### config.mk
export PLATFORM = sky130hd
export DESIGN_NAME = acq_cfg_ctrl
export DESIGN_NICKNAME = d
export VERILOG_FILES = /design/src/verilog/acq_cfg_pkg.sv /design/src/verilog/step_delay_timer.sv /design/src/verilog/acq_cfg_ctrl.sv
export SDC_FILE = /design/constraint.sdc
export NUM_CORES = 1
export LEC_CHECK = 0
export BUFFER_PORTS_ARGS = -buffer_cell sky130_fd_sc_hd__buf_2
export CORE_ASPECT_RATIO = 0.7
export CORE_MARGIN = 2
export CORE_UTILIZATION = 27
export DETAILED_ROUTE_END_ITERATION = 10
export PLACE_DENSITY = 0.47
export SLEW_MARGIN = 30
export SYNTH_ARGS = -nofsm -noshare
export SYNTH_HDL_FRONTEND = slang
export SYNTH_SLANG_ARGS = --single-unit
### constraint.sdc
create_clock -name CLOCK_I -period 2.1 [get_ports CLOCK_I]
set_input_delay 0.525 -clock CLOCK_I [delete_from_list [all_inputs] [get_ports CLOCK_I]]
set_output_delay 0.525 -clock CLOCK_I [all_outputs]
set_load 0.01 [all_outputs]
### src/verilog/acq_cfg_pkg.sv
// constants for the acquisition configuration block: register map, fields, resets, timing
// assumes a 200 MHz core clock and an Avalon-MM register bus with byte addresses
// Overview of operation
// - Stored calibration is applied to scan results only while the calibration apply bit (14) is one.
// - The calibration apply bit never alters comparator results or the comparator self-test.
// - With the accuracy check bit (13) set, the comparator is self-tested after each sequence with scan setting 001 or 010 that ends while no self-test runs.
// - The self-test brackets the comparator between upper and lower thresholds and raises a high or low alert on a bad result.
// - The frequency field (12:11) picks the rate: 00 by enabled features, 01 gives 1.60 kHz, 1x gives 1.92 kHz.
// - The chosen fixed rate governs converter and comparator scans only while the oversample count is above 000.
// - With field 00 sampling runs as fast as channels, diagnostics and overhead allow, about 2.2 kHz at worst.
// - The bias mode field (10:9) closes the switch during acquisition for 0x, keeps it open for 10, closed for 11.
// - A closed bias switch connects the analog supply to the thermistor bias pin.
// - The delay register holds the cell-path delay in 15:8 and switch-path delay in 7:0, read-write, reset 0x00.
// - Each delay lasts its field value times 96 us, from zero up to 24.480 ms, before measuring starts.
package acq_cfg_pkg;
  // register indices; byte address is four times the index
  localparam logic [7:0] ACQ_CFG_IDX  = 8'h62;
  localparam logic [7:0] BAL_DLY_IDX  = 8'h63;
  localparam logic [7:0] IRQ_STAT_IDX = 8'h70;
  localparam logic [7:0] IRQ_CLR_IDX  = 8'h71;
  localparam logic [7:0] IRQ_EN_IDX   = 8'h72;
  localparam int ADDR_W = 10;

  // acquisition configuration fields
  localparam int CAL_EN_BIT    = 14;
  localparam int ACC_EN_BIT    = 13;
  localparam int RATE_LSB      = 11;
  localparam int BIAS_LSB      = 9;
  localparam logic [15:0] ACQ_CFG_MASK  = 16'h7E00;
  localparam logic [15:0] ACQ_CFG_RESET = 16'h0000;
  localparam logic [15:0] BAL_DLY_RESET = 16'h0000;
  localparam int CELL_DLY_LSB = 8;
  localparam int SW_DLY_LSB   = 0;

  // scan settings that use the comparator, and the no-oversampling count code
  localparam logic [2:0] SCAN_COMP_A = 3'h1;
  localparam logic [2:0] SCAN_COMP_B = 3'h2;
  localparam logic [2:0] OVS_NONE    = 3'h0;

  // frequency and bias mode codes
  localparam logic [1:0] RATE_AUTO   = 2'h0;
  localparam logic [1:0] RATE_1600   = 2'h1;
  localparam logic [1:0] BIAS_OFF    = 2'h2;
  localparam logic [1:0] BIAS_ON     = 2'h3;

  // interrupt status bits
  localparam int IRQ_W        = 3;
  localparam int IRQ_HIGH_BIT = 0;
  localparam int IRQ_LOW_BIT  = 1;
  localparam int IRQ_DLY_BIT  = 2;

  // timing
  localparam int CLK_HZ        = 200000000;
  localparam int CLK_MHZ       = 200;
  localparam int DLY_STEP_US   = 96;
  localparam int DLY_STEP_CYC  = DLY_STEP_US * CLK_MHZ;
  localparam int RATE_A_HZ     = 1600;
  localparam int RATE_B_HZ     = 1920;
  localparam int RATE_A_CYC    = (CLK_HZ + RATE_A_HZ - 1) / RATE_A_HZ;
  localparam int RATE_B_CYC    = (CLK_HZ + RATE_B_HZ - 1) / RATE_B_HZ;
  localparam int AUTO_WORST_HZ = 2200;

  typedef enum logic [1:0] {
    CHK_IDLE = 2'b00,
    CHK_RUN  = 2'b01
  } chk_state_type;
endpackage

### src/verilog/step_delay_timer.sv
// step-scaled delay timer: waits steps_i times STEP_CYC cycles, then pulses done_o
// assumes start_i is a single-cycle pulse from logic on the same clock
`timescale 1ns/1ps
module step_delay_timer #(
  parameter int STEP_CYC = 19200,
  parameter int STEP_W   = 8
) (
  // clock, reset, enable
  input  wire logic              clk_i,
  input  wire logic              rst_i,
  input  wire logic              ce_i,
  // request
  input  wire logic              start_i,
  input  wire logic [STEP_W-1:0] steps_i,
  // status
  output logic                   busy_o,
  output logic                   done_o
);
  localparam int PRE_W = $clog2(STEP_CYC);

  logic [PRE_W-1:0]  pre_r;
  logic [STEP_W-1:0] left_r;
  logic              last_pre;

  assign last_pre = (pre_r == PRE_W'(STEP_CYC - 1));

  always_ff @(posedge clk_i)
  begin
    if (rst_i)
    begin
      pre_r  <= '0;
      left_r <= '0;
      busy_o <= 1'b0;
      done_o <= 1'b0;
    end
    else if (ce_i)
    begin
      done_o <= 1'b0;
      if (start_i)
      begin
        pre_r  <= '0;
        left_r <= steps_i;
        busy_o <= (steps_i != '0);
        // zero steps: no wait at all
        done_o <= (steps_i == '0);
      end
      else if (busy_o)
      begin
        pre_r <= last_pre ? '0 : pre_r + 1'b1;
        if (last_pre)
        begin
          left_r <= left_r - 1'b1;
          if (left_r == STEP_W'(1))
          begin
            busy_o <= 1'b0;
            done_o <= 1'b1;
          end
        end
      end
    end
  end
endmodule // step_delay_timer

### src/verilog/acq_cfg_ctrl.sv
// acquisition configuration control: config registers, calibration select, comparator
// self-test sequencing, sampling-rate ticks, thermistor bias switch, balancing delays
// assumes sequencer, comparator and converter signals come from logic on CLOCK_I
//
// Added by the designer: the Avalon-MM slave port.
`timescale 1ns/1ps
module acq_cfg_ctrl #(
  parameter int RES_W        = 16,
  parameter int DLY_STEP_CYC = acq_cfg_pkg::DLY_STEP_CYC,
  parameter int RATE_A_CYC   = acq_cfg_pkg::RATE_A_CYC,
  parameter int RATE_B_CYC   = acq_cfg_pkg::RATE_B_CYC
) (
  // clock, reset, enable
  input  wire logic                            CLOCK_I,
  input  wire logic                            RESET_I,
  input  wire logic                            CE_I,
  // avalon-mm slave
  input  wire logic [acq_cfg_pkg::ADDR_W-1:0]  ADDRESS_I,
  input  wire logic                            READ_I,
  input  wire logic                            WRITE_I,
  input  wire logic [3:0]                      BYTEENABLE_I,
  input  wire logic [31:0]                     WRITEDATA_I,
  output logic [31:0]                          READDATA_O,
  output logic                                 WAITREQUEST_O,
  output logic                                 IRQ_O,
  // scan results
  input  wire logic                            RESULT_VALID_I,
  input  wire logic [RES_W-1:0]                RESULT_RAW_I,
  input  wire logic [RES_W-1:0]                RESULT_CAL_I,
  output logic                                 RESULT_VALID_O,
  output logic [RES_W-1:0]                     RESULT_O,
  input  wire logic                            COMP_VALID_I,
  input  wire logic                            COMP_RESULT_I,
  output logic                                 COMP_VALID_O,
  output logic                                 COMP_RESULT_O,
  // sequencer
  input  wire logic                            SEQ_DONE_I,
  input  wire logic [2:0]                      SCAN_CONFIGURATION_I,
  input  wire logic [2:0]                      OVERSAMPLE_COUNT_SELECT_I,
  input  wire logic                            FEATURE_READY_I,
  input  wire logic                            ACQ_ACTIVE_I,
  output logic                                 SAMPLE_TICK_O,
  // comparator self-test
  output logic                                 CHK_REQ_O,
  output logic                                 QUARTER_GAIN_PATH_O,
  input  wire logic                            CHK_DONE_I,
  input  wire logic                            CHK_ABOVE_UPPER_I,
  input  wire logic                            CHK_BELOW_LOWER_I,
  // thermistor bias
  output logic                                 THERMISTOR_BIAS_SWITCH_O,
  // balancing delay
  input  wire logic                            BAL_DLY_START_I,
  input  wire logic                            BAL_DLY_SWITCH_PATH_I,
  output logic                                 BAL_DLY_BUSY_O,
  output logic                                 BAL_DLY_DONE_O
);
  logic [15:0]                  acq_cfg_r;
  logic [15:0]                  bal_dly_r;
  logic [acq_cfg_pkg::IRQ_W-1:0] stat_r;
  logic [acq_cfg_pkg::IRQ_W-1:0] irq_en_r;
  logic [acq_cfg_pkg::IRQ_W-1:0] stat_set;
  logic [acq_cfg_pkg::IRQ_W-1:0] stat_clr;
  logic                         ack_r;
  logic                         wr_go;
  logic [7:0]                   idx;
  logic [15:0]                  wdat16;
  logic [15:0]                  bmask;
  acq_cfg_pkg::chk_state_type   chk_state_r;
  logic [16:0]                  rate_cnt_r;
  logic [16:0]                  rate_top;
  logic                         fixed_rate;
  logic [7:0]                   dly_steps;

  // field views
  logic       cal_en;
  logic       acc_en;
  logic [1:0] rate_sel;
  logic [1:0] bias_mode;
  assign cal_en    = acq_cfg_r[acq_cfg_pkg::CAL_EN_BIT];
  assign acc_en    = acq_cfg_r[acq_cfg_pkg::ACC_EN_BIT];
  assign rate_sel  = acq_cfg_r[acq_cfg_pkg::RATE_LSB +: 2];
  assign bias_mode = acq_cfg_r[acq_cfg_pkg::BIAS_LSB +: 2];

  function automatic logic uses_comparator(input logic [2:0] scan);
    uses_comparator = (scan == acq_cfg_pkg::SCAN_COMP_A) || (scan == acq_cfg_pkg::SCAN_COMP_B);
  endfunction

  // bus: one wait state, so read data can come from a flop
  assign idx           = ADDRESS_I[acq_cfg_pkg::ADDR_W-1:2];
  assign WAITREQUEST_O = (READ_I | WRITE_I) & ~ack_r;
  assign wr_go         = WRITE_I & ack_r;
  assign wdat16        = WRITEDATA_I[15:0];
  assign bmask         = {{8{BYTEENABLE_I[1]}}, {8{BYTEENABLE_I[0]}}};

  always_ff @(posedge CLOCK_I)
  begin
    if (RESET_I)
      ack_r <= 1'b0;
    else if (CE_I)
      ack_r <= (READ_I | WRITE_I) & ~ack_r;
  end

  always_ff @(posedge CLOCK_I)
  begin
    if (RESET_I)
      READDATA_O <= 32'h0000_0000;
    else if (CE_I && READ_I && !ack_r)
    begin
      if (idx == acq_cfg_pkg::ACQ_CFG_IDX)
        READDATA_O <= {16'h0000, acq_cfg_r};
      else if (idx == acq_cfg_pkg::BAL_DLY_IDX)
        READDATA_O <= {16'h0000, bal_dly_r};
      else if (idx == acq_cfg_pkg::IRQ_STAT_IDX)
        READDATA_O <= {29'h0000_0000, stat_r};
      else if (idx == acq_cfg_pkg::IRQ_EN_IDX)
        READDATA_O <= {29'h0000_0000, irq_en_r};
      else
        READDATA_O <= 32'h0000_0000;
    end
  end

  always_ff @(posedge CLOCK_I)
  begin
    if (RESET_I)
      acq_cfg_r <= acq_cfg_pkg::ACQ_CFG_RESET;
    else if (CE_I && wr_go && idx == acq_cfg_pkg::ACQ_CFG_IDX)
      acq_cfg_r <= ((acq_cfg_r & ~bmask) | (wdat16 & bmask)) & acq_cfg_pkg::ACQ_CFG_MASK;
  end

  always_ff @(posedge CLOCK_I)
  begin
    if (RESET_I)
      bal_dly_r <= acq_cfg_pkg::BAL_DLY_RESET;
    else if (CE_I && wr_go && idx == acq_cfg_pkg::BAL_DLY_IDX)
      bal_dly_r <= (bal_dly_r & ~bmask) | (wdat16 & bmask);
  end

  always_ff @(posedge CLOCK_I)
  begin
    if (RESET_I)
      irq_en_r <= '0;
    else if (CE_I && wr_go && idx == acq_cfg_pkg::IRQ_EN_IDX && BYTEENABLE_I[0])
      irq_en_r <= WRITEDATA_I[acq_cfg_pkg::IRQ_W-1:0];
  end

  // interrupts: a set in the same cycle as its clear wins
  assign stat_clr = (wr_go && idx == acq_cfg_pkg::IRQ_CLR_IDX && BYTEENABLE_I[0])
                    ? WRITEDATA_I[acq_cfg_pkg::IRQ_W-1:0] : '0;
  always_comb
  begin
    stat_set = '0;
    if (chk_state_r == acq_cfg_pkg::CHK_RUN && CHK_DONE_I)
    begin
      stat_set[acq_cfg_pkg::IRQ_HIGH_BIT] = CHK_ABOVE_UPPER_I;
      stat_set[acq_cfg_pkg::IRQ_LOW_BIT]  = CHK_BELOW_LOWER_I;
    end
    stat_set[acq_cfg_pkg::IRQ_DLY_BIT] = BAL_DLY_DONE_O;
  end

  always_ff @(posedge CLOCK_I)
  begin
    if (RESET_I)
      stat_r <= '0;
    else if (CE_I)
      stat_r <= (stat_r & ~stat_clr) | stat_set;
  end

  assign IRQ_O = |(stat_r & irq_en_r);

  // result path; the comparator path never looks at the calibration bit
  always_ff @(posedge CLOCK_I)
  begin
    if (RESET_I)
    begin
      RESULT_VALID_O <= 1'b0;
      RESULT_O       <= '0;
    end
    else if (CE_I)
    begin
      RESULT_VALID_O <= RESULT_VALID_I;
      if (RESULT_VALID_I)
        RESULT_O <= cal_en ? RESULT_CAL_I : RESULT_RAW_I;
    end
  end

  always_ff @(posedge CLOCK_I)
  begin
    if (RESET_I)
    begin
      COMP_VALID_O  <= 1'b0;
      COMP_RESULT_O <= 1'b0;
    end
    else if (CE_I)
    begin
      COMP_VALID_O <= COMP_VALID_I;
      if (COMP_VALID_I)
        COMP_RESULT_O <= COMP_RESULT_I;
    end
  end

  // comparator self-test after a comparator sequence
  always_ff @(posedge CLOCK_I)
  begin
    if (RESET_I)
      chk_state_r <= acq_cfg_pkg::CHK_IDLE;
    else if (CE_I)
    begin
      case (chk_state_r)
        acq_cfg_pkg::CHK_IDLE:
          if (SEQ_DONE_I && acc_en && uses_comparator(SCAN_CONFIGURATION_I))
            chk_state_r <= acq_cfg_pkg::CHK_RUN;
        acq_cfg_pkg::CHK_RUN:
          if (CHK_DONE_I)
            chk_state_r <= acq_cfg_pkg::CHK_IDLE;
        default:
          chk_state_r <= acq_cfg_pkg::CHK_IDLE;
      endcase
    end
  end

  // reference routed through the quarter-gain path for the whole test
  assign CHK_REQ_O           = (chk_state_r == acq_cfg_pkg::CHK_RUN);
  assign QUARTER_GAIN_PATH_O = (chk_state_r == acq_cfg_pkg::CHK_RUN);

  // sample rate: fixed only with oversampling and a non-auto frequency
  assign fixed_rate = (OVERSAMPLE_COUNT_SELECT_I != acq_cfg_pkg::OVS_NONE)
                      && (rate_sel != acq_cfg_pkg::RATE_AUTO);
  assign rate_top   = (rate_sel == acq_cfg_pkg::RATE_1600) ? 17'(RATE_A_CYC - 1) : 17'(RATE_B_CYC - 1);

  always_ff @(posedge CLOCK_I)
  begin
    if (RESET_I)
    begin
      rate_cnt_r    <= '0;
      SAMPLE_TICK_O <= 1'b0;
    end
    else if (CE_I)
    begin
      if (fixed_rate)
      begin
        rate_cnt_r    <= (rate_cnt_r >= rate_top) ? '0 : rate_cnt_r + 1'b1;
        SAMPLE_TICK_O <= (rate_cnt_r >= rate_top);
      end
      else
      begin
        // as fast as the enabled features let the front end go
        rate_cnt_r    <= '0;
        SAMPLE_TICK_O <= FEATURE_READY_I;
      end
    end
  end

  // bias switch: closing it puts the analog supply on the bias pin
  always_ff @(posedge CLOCK_I)
  begin
    if (RESET_I)
      THERMISTOR_BIAS_SWITCH_O <= 1'b0;
    else if (CE_I)
    begin
      case (bias_mode)
        acq_cfg_pkg::BIAS_OFF: THERMISTOR_BIAS_SWITCH_O <= 1'b0;
        acq_cfg_pkg::BIAS_ON:  THERMISTOR_BIAS_SWITCH_O <= 1'b1;
        default:               THERMISTOR_BIAS_SWITCH_O <= ACQ_ACTIVE_I;
      endcase
    end
  end

  // balancing recovery delay
  assign dly_steps = BAL_DLY_SWITCH_PATH_I ? bal_dly_r[acq_cfg_pkg::SW_DLY_LSB +: 8]
                                           : bal_dly_r[acq_cfg_pkg::CELL_DLY_LSB +: 8];

  step_delay_timer #(
    .STEP_CYC (DLY_STEP_CYC),
    .STEP_W   (8)
  ) u_dly (
    .clk_i   (CLOCK_I),
    .rst_i   (RESET_I),
    .ce_i    (CE_I),
    .start_i (BAL_DLY_START_I),
    .steps_i (dly_steps),
    .busy_o  (BAL_DLY_BUSY_O),
    .done_o  (BAL_DLY_DONE_O)
  );
endmodule // acq_cfg_ctrl

=== Yosys cells after proc, flatten, opt, wreduce, memory -nomap -nowiden ===
Cells that the tools add are included.
W data, S select, Z words.

* Output and inout bits: 59
* Register bits: 126
* Logic and storage cells: 109
* Bits of input ports: 100

* Add/subtract/negate cells: 3
* Multiplexer cells: 30
* Order comparisons: 1
* Reduce and logical (&&, ||, !) cells: 28
* Bitwise operators: 14
* Eq/ne operators: 15

{| class="wikitable"
|+ Operators with widths
! operator !! count
|-
| $mux W15 || 4
|-
| $mux W16 || 3
|-
| $eq A8 B7 Y1 const B || 5
|-
| $mux W17 || 2
|-
| $and A16 B16 Y16 || 2
|-
| $mux W8 || 4
|-
| $add A17 B1 Y17 const B || 1
|-
| $ge A17 B17 Y1 || 1
|-
| $not A16 Y16 || 1
|-
| $or A16 B16 Y16 || 1
|-
| $add A15 B1 Y15 const B || 1
|-
| $and A15 B15 Y15 || 1
|-
| $eq A15 B15 Y1 const B || 1
|-
| $or A15 B15 Y15 || 1
|-
| $logic_and A1 B1 Y1 || 13
|-
| $mux W1 || 9
|-
| $mux W3 || 3
|-
| $eq A8 B1 Y1 const B || 1
|-
| $logic_not A8 Y1 || 1
|-
| $reduce_bool A8 Y1 || 1
|-
| $sub A8 B1 Y8 const B || 1
|-
| $and A3 B3 Y3 || 2
|-
| $mux W2 || 3
|-
| $reduce_and A2 Y1 || 3
|-
| 20 further kinds || 26
|}

=== Logic depth before layout (Yosys ltp) ===
* Depth in word-level cells: 7
* Depth in mapped cells: 9
* Mapped depth without buffers: 8

=== Hierarchy ===
A second synthesis with hierarchy kept.

* Cell total of the unflattened synthesis: 648
* Area, all modules: 5,544.1 µm²

{| class="wikitable"
|+ Modules (own cells, without submodules)
! module !! instances !! sequential area each (µm²) !! area each (µm²) !! cells each
|-
| acq_cfg_ctrl || 1 || 1,681.6 || 4,050.1 || 463
|-
| step_delay_timer || 1 || 500.5 || 1,493.9 || 185
|}

=== Worst setup path after synthesis ===
Ideal clock, no wire load.

* Kind: register to register
* Start: register with a tool-made name
* End: register rate_cnt_r[13]
* Path buffers: 1
* Period minus slack after synthesis: 2.260 ns
* Data required time: 1.969 ns
* Cell stages (with the launch flop): 10
* Library setup time: 0.131 ns
* Data arrival time: 2.128 ns
* Slack: -0.160 ns
* Cell sequence: dfxtp_1 > nand2b_1 > ha_1 > nor2_1 > maj3_1 > o21ai_0 > o21ai_4 > nand3_2 > clkbuf_1 > o21ai_0

{| class="wikitable"
|+ RTL lines
! element !! RTL line !! RTL
|-
| end signal: assignment || acq_cfg_ctrl.sv:241 || <nowiki>rate_cnt_r <= (rate_cnt_r >= rate_top) ? '0 : rate_cnt_r + 1'b1;</nowiki>
|-
| end: declaration || acq_cfg_ctrl.sv:69 || <nowiki>logic [16:0] rate_cnt_r;</nowiki>
|}

=== Final worst setup path ===
* Start: register rate_cnt_r[8]
* End: register rate_cnt_r[7]

* Longest elaborated chain between the ends: 3

{| class="wikitable"
|+ Ends and longest elaborated chain
! element !! RTL line !! RTL
|-
| $ge A17 B17 Y1 || acq_cfg_ctrl.sv:241 ||
|-
| $mux W17 || acq_cfg_ctrl.sv:241 ||
|-
| $mux W17 || acq_cfg_ctrl.sv:239 || <nowiki>if (fixed_rate)</nowiki>
|}

No other way between the ends.
A chain may end at the register's enable or synchronous reset.

==> results.md <==
| Parameter | This run |
|---|---|
| Maximum number of pins on one net before global-route repair | 87 |
| Height of the die | 121 µm |
| Sum of internal, switching and leakage power | 4.21 mW |
| Data arrival, critical path | 2.40 ns |
| Die outline width | 172 µm |
| Deepest clock path buffer count | 2 |
| Setup TNS after final layout | -0.0226 ns |
| Post-Route WL | 15400 µm |
| Worst reg2reg startpoint | rate_cnt_r[8] |
| Global placement routability congestion | 0.811 |
| Synthesized area per cell | 8.49 µm² |
| Number of instances in the synthesized netlist | 625 |
| Start-to-end type of the worst setup path | reg -> reg |
| Via count | 4966 |
| Final number of hold-violating endpoints | 0 |
| Most frequent cells in the layout | sky130_fd_sc_hd__buf_2 (122), sky130_fd_sc_hd__dfxtp_1 (106), sky130_fd_sc_hd__nor2_1 (92) |
| Share of async-settable or async-resettable flops after synthesis | 0% |
| GRT Overall Usage | 15.1% |
| IO buf count | 122 |
| TritonCTS clock tree | yes |
| Run status | finished with violations |
| Buffer type at the clock tree root | sky130_fd_sc_hd__clkbuf_16 |
| Initial cell density of the core | 27.8% |
| Max cap viols | 0 |
| Post-detailed-placement half-perimeter wirelength | 11800 µm |
| Post-layout min period | 2.11 ns |
| Power Density | 612 mW/mm² |
| Worst path max stage delay | 0.54 ns |
| Setup repair after global routing missed its margin | true |
| Critical-path cell list | or4_4 -> a2111oi_4 -> o21ai_2 -> o21ai_4 -> or4b_4 -> a31oi_4 |
| Number of vias per cell | 4.78 |
| # rows | 42 |
| Max Transition Viols Final | 0 |
| Largest vdd supply drop | 0.333 mV |
| Number of synthesized register bits | 109 |
| Internal power of the cells | 3.12 mW |
| Top-level port count | 159 |
| Critical path fanouts, max | 4 |
| Sequential-to-total area share from yosys stat | 41.1% |
| Number of antenna repair diodes | 0 |
| First-pass GRT wire length | 24700 µm |
| Number of nets in the final layout | 876 |
| Total CTS buffers | 9 |
| Hold crit path type | in -> reg |
| Cell leakage power | 2.65 nW |
| Portion of total power attributed to combinational logic | 10.4% |
| Total of warnings raised by yosys | 0 |
| Share of cells above drive strength 1 | 28.0% |
| Core footprint | 0.0191 mm² |
| Kind of end point of the critical path | flip-flop |
| Synthesis-to-layout area growth | 29.5% |
| Worst Setup Start Kind | flip-flop |
| ANT nets after route | 0 |
| Least-Margin Pin Slew | 0.679 ns |
| Most common cell after layout, fill and taps aside | sky130_fd_sc_hd__buf_2 |
| Number of sinks handled by clock tree synthesis | 109 |
| Length of the first detailed-routing pass in iterations | 6 |
| Worst-case clock skew | 0.00736 ns |
| Final number of setup-violating endpoints | 2 |
| Crit path required time | 2.38 ns |
| Switching power | 1.09 mW |
| Final worst setup slack | -0.0125 ns |
| Fmax achieved | 0.473 GHz |
| Hold Slack | 0.408 ns |
| Die area | 0.0208 mm² |
| First DRT Iteration DRCs | 223 |
| Startpoint of the most critical setup path | rate_cnt_r[8] |
| Post-synthesis cell area | 0.00531 mm² |
| Tightest slew margin relative to the limit | 54.3% |
| Top cell family by delay on the critical path | simple AND/OR/NAND/NOR gates |
| Count of flip-flops with a built-in enable after synthesis | 0 |
| Part of the power in the clock network | 38.7% |
| Dpl ws | -0.112 ns |
| Final critical-path share of the clock period | 101% |
| CP max-delay cell | sky130_fd_sc_hd__or4_4 |
| Antenna violations before repair | 0 |
| Routed WL per cell | 14.9 µm |
| CTS clock-pin slew for the worst setup and hold paths | 0.07 ns |
| Post-cts hold buffer count | 0 |
| Commonest register cell after synthesis | sky130_fd_sc_hd__dfxtp_1 |
| Clock latency at the later pin of the worst-skew pair | 0.35 ns |
| Number of buffers and inverters on the critical path | 0 |
| Distinct cell type count after synthesis | 61 |
| CTS H-tree depth | 3 |
| Switching share of total power | 25.9% |
| Relative contribution of sequential cells to total power | 50.9% |
| DRC Markers | 0 |
| Failing checks | setup timing |
| Startpoint of the most critical hold path | CHK_BELOW_LOWER_I |
| Leftover overflow at the end of global routing | 0 |
| Number of global-route vias before repair | 4757 |
synth_stat cells (16+ instances only):
| library cell | instances | area (µm²) |
|---|---|---|
| sky130_fd_sc_hd__o21ai_0 | 20 | 100 |
| sky130_fd_sc_hd__nand2_1 | 52 | 195 |
| sky130_fd_sc_hd__buf_4 | 17 | 128 |
| sky130_fd_sc_hd__mux2i_1 | 50 | 500 |
| sky130_fd_sc_hd__a21oi_1 | 28 | 140 |
| sky130_fd_sc_hd__nand3_1 | 27 | 135 |
| sky130_fd_sc_hd__clkbuf_1 | 26 | 97.6 |
| sky130_fd_sc_hd__a211oi_1 | 20 | 150 |
| sky130_fd_sc_hd__inv_1 | 16 | 60.1 |
| sky130_fd_sc_hd__nor2_1 | 93 | 349 |
| sky130_fd_sc_hd__dfxtp_1 | 109 | 2180 |
| sky130_fd_sc_hd__nor3_1 | 20 | 100 |
final cells by class:
type	instances	area [µm²]
clock buffers	9	225
clock inverters	7	61.3
multi-input cells	462	2960
inverters	17	63.8
repair buffers	170	1050
fillers	1977	12200
well taps	264	330
flip-flops and latches	109	2190
metrics by stage:
stage,utilization (%),std cells,area [µm²]
after detailed placement,34.0,1020,6480
after floorplan,-,640,5380
after global routing,36.0,1038,6870
after CTS,35.7,1037,6820
after global placement,33.9,1020,6470
final,36.0,1038,6870
cell families (layout without fill, tap and decap cells):
logic type	Yosys count	count (layout)	share of synthesized area, %
muxes	54	54	10.3
AOI/OAI and AO/OA	125	125	16.2
adders and majority gates	8	8	1.84
DFF	109	109	41.1
and+or+nand+nor	245	245	22.0
other	1	16	0.0706
xor gates and xnor gates	14	14	2.31
buffers and inverters	69	203	6.22
power groups by stage:
stage                     clock, mW  sequential (mW)  combinational [mW]
after floorplan                   0             2.20               0.228
after global placement            0             2.19               0.433
after detailed placement          0             2.19               0.437
after CTS                      1.71             2.14               0.439
after global routing           1.81             2.15               0.486
final                          1.63             2.14               0.438
what timing repair did:
| item | CTS | global route |
|---|---|---|
| resized for setup | 8 | 11 |
| endpoints found under the setup margin | 23 | 35 |
| setup buffers | 1 | 1 |
| pin swaps | 4 | 3 |
worst paths after layout:
kind | cells past startpoint | slack, ns | to
setup / recovery | 6 | -0.01 | rate_cnt_r[7]
setup reg to reg | 6 | -0.01 | rate_cnt_r[7]
hold / removal | 3 | 0.41 | stat_r[1]
hold reg to reg | 2 | 0.47 | COMP_VALID_O
routing by layer:
layer,part of all wire [%],global-route usage (%),up-vias
li1,-,-,2499
met1,49,21.0,2335
met2,45,23.5,124
met3,5.1,3.72,8
met4,0.77,3.28,0
met5,0,0,-
worst reg2reg max path, delay by kind of cell (launching register included):
kind             cells  cell delay, ns
AO/OA/AOI/OAI        4            0.67
flip-flops           1            0.32
AND/OR/NAND/NOR      2            1.05
Power figures use the tool's default switching activity.
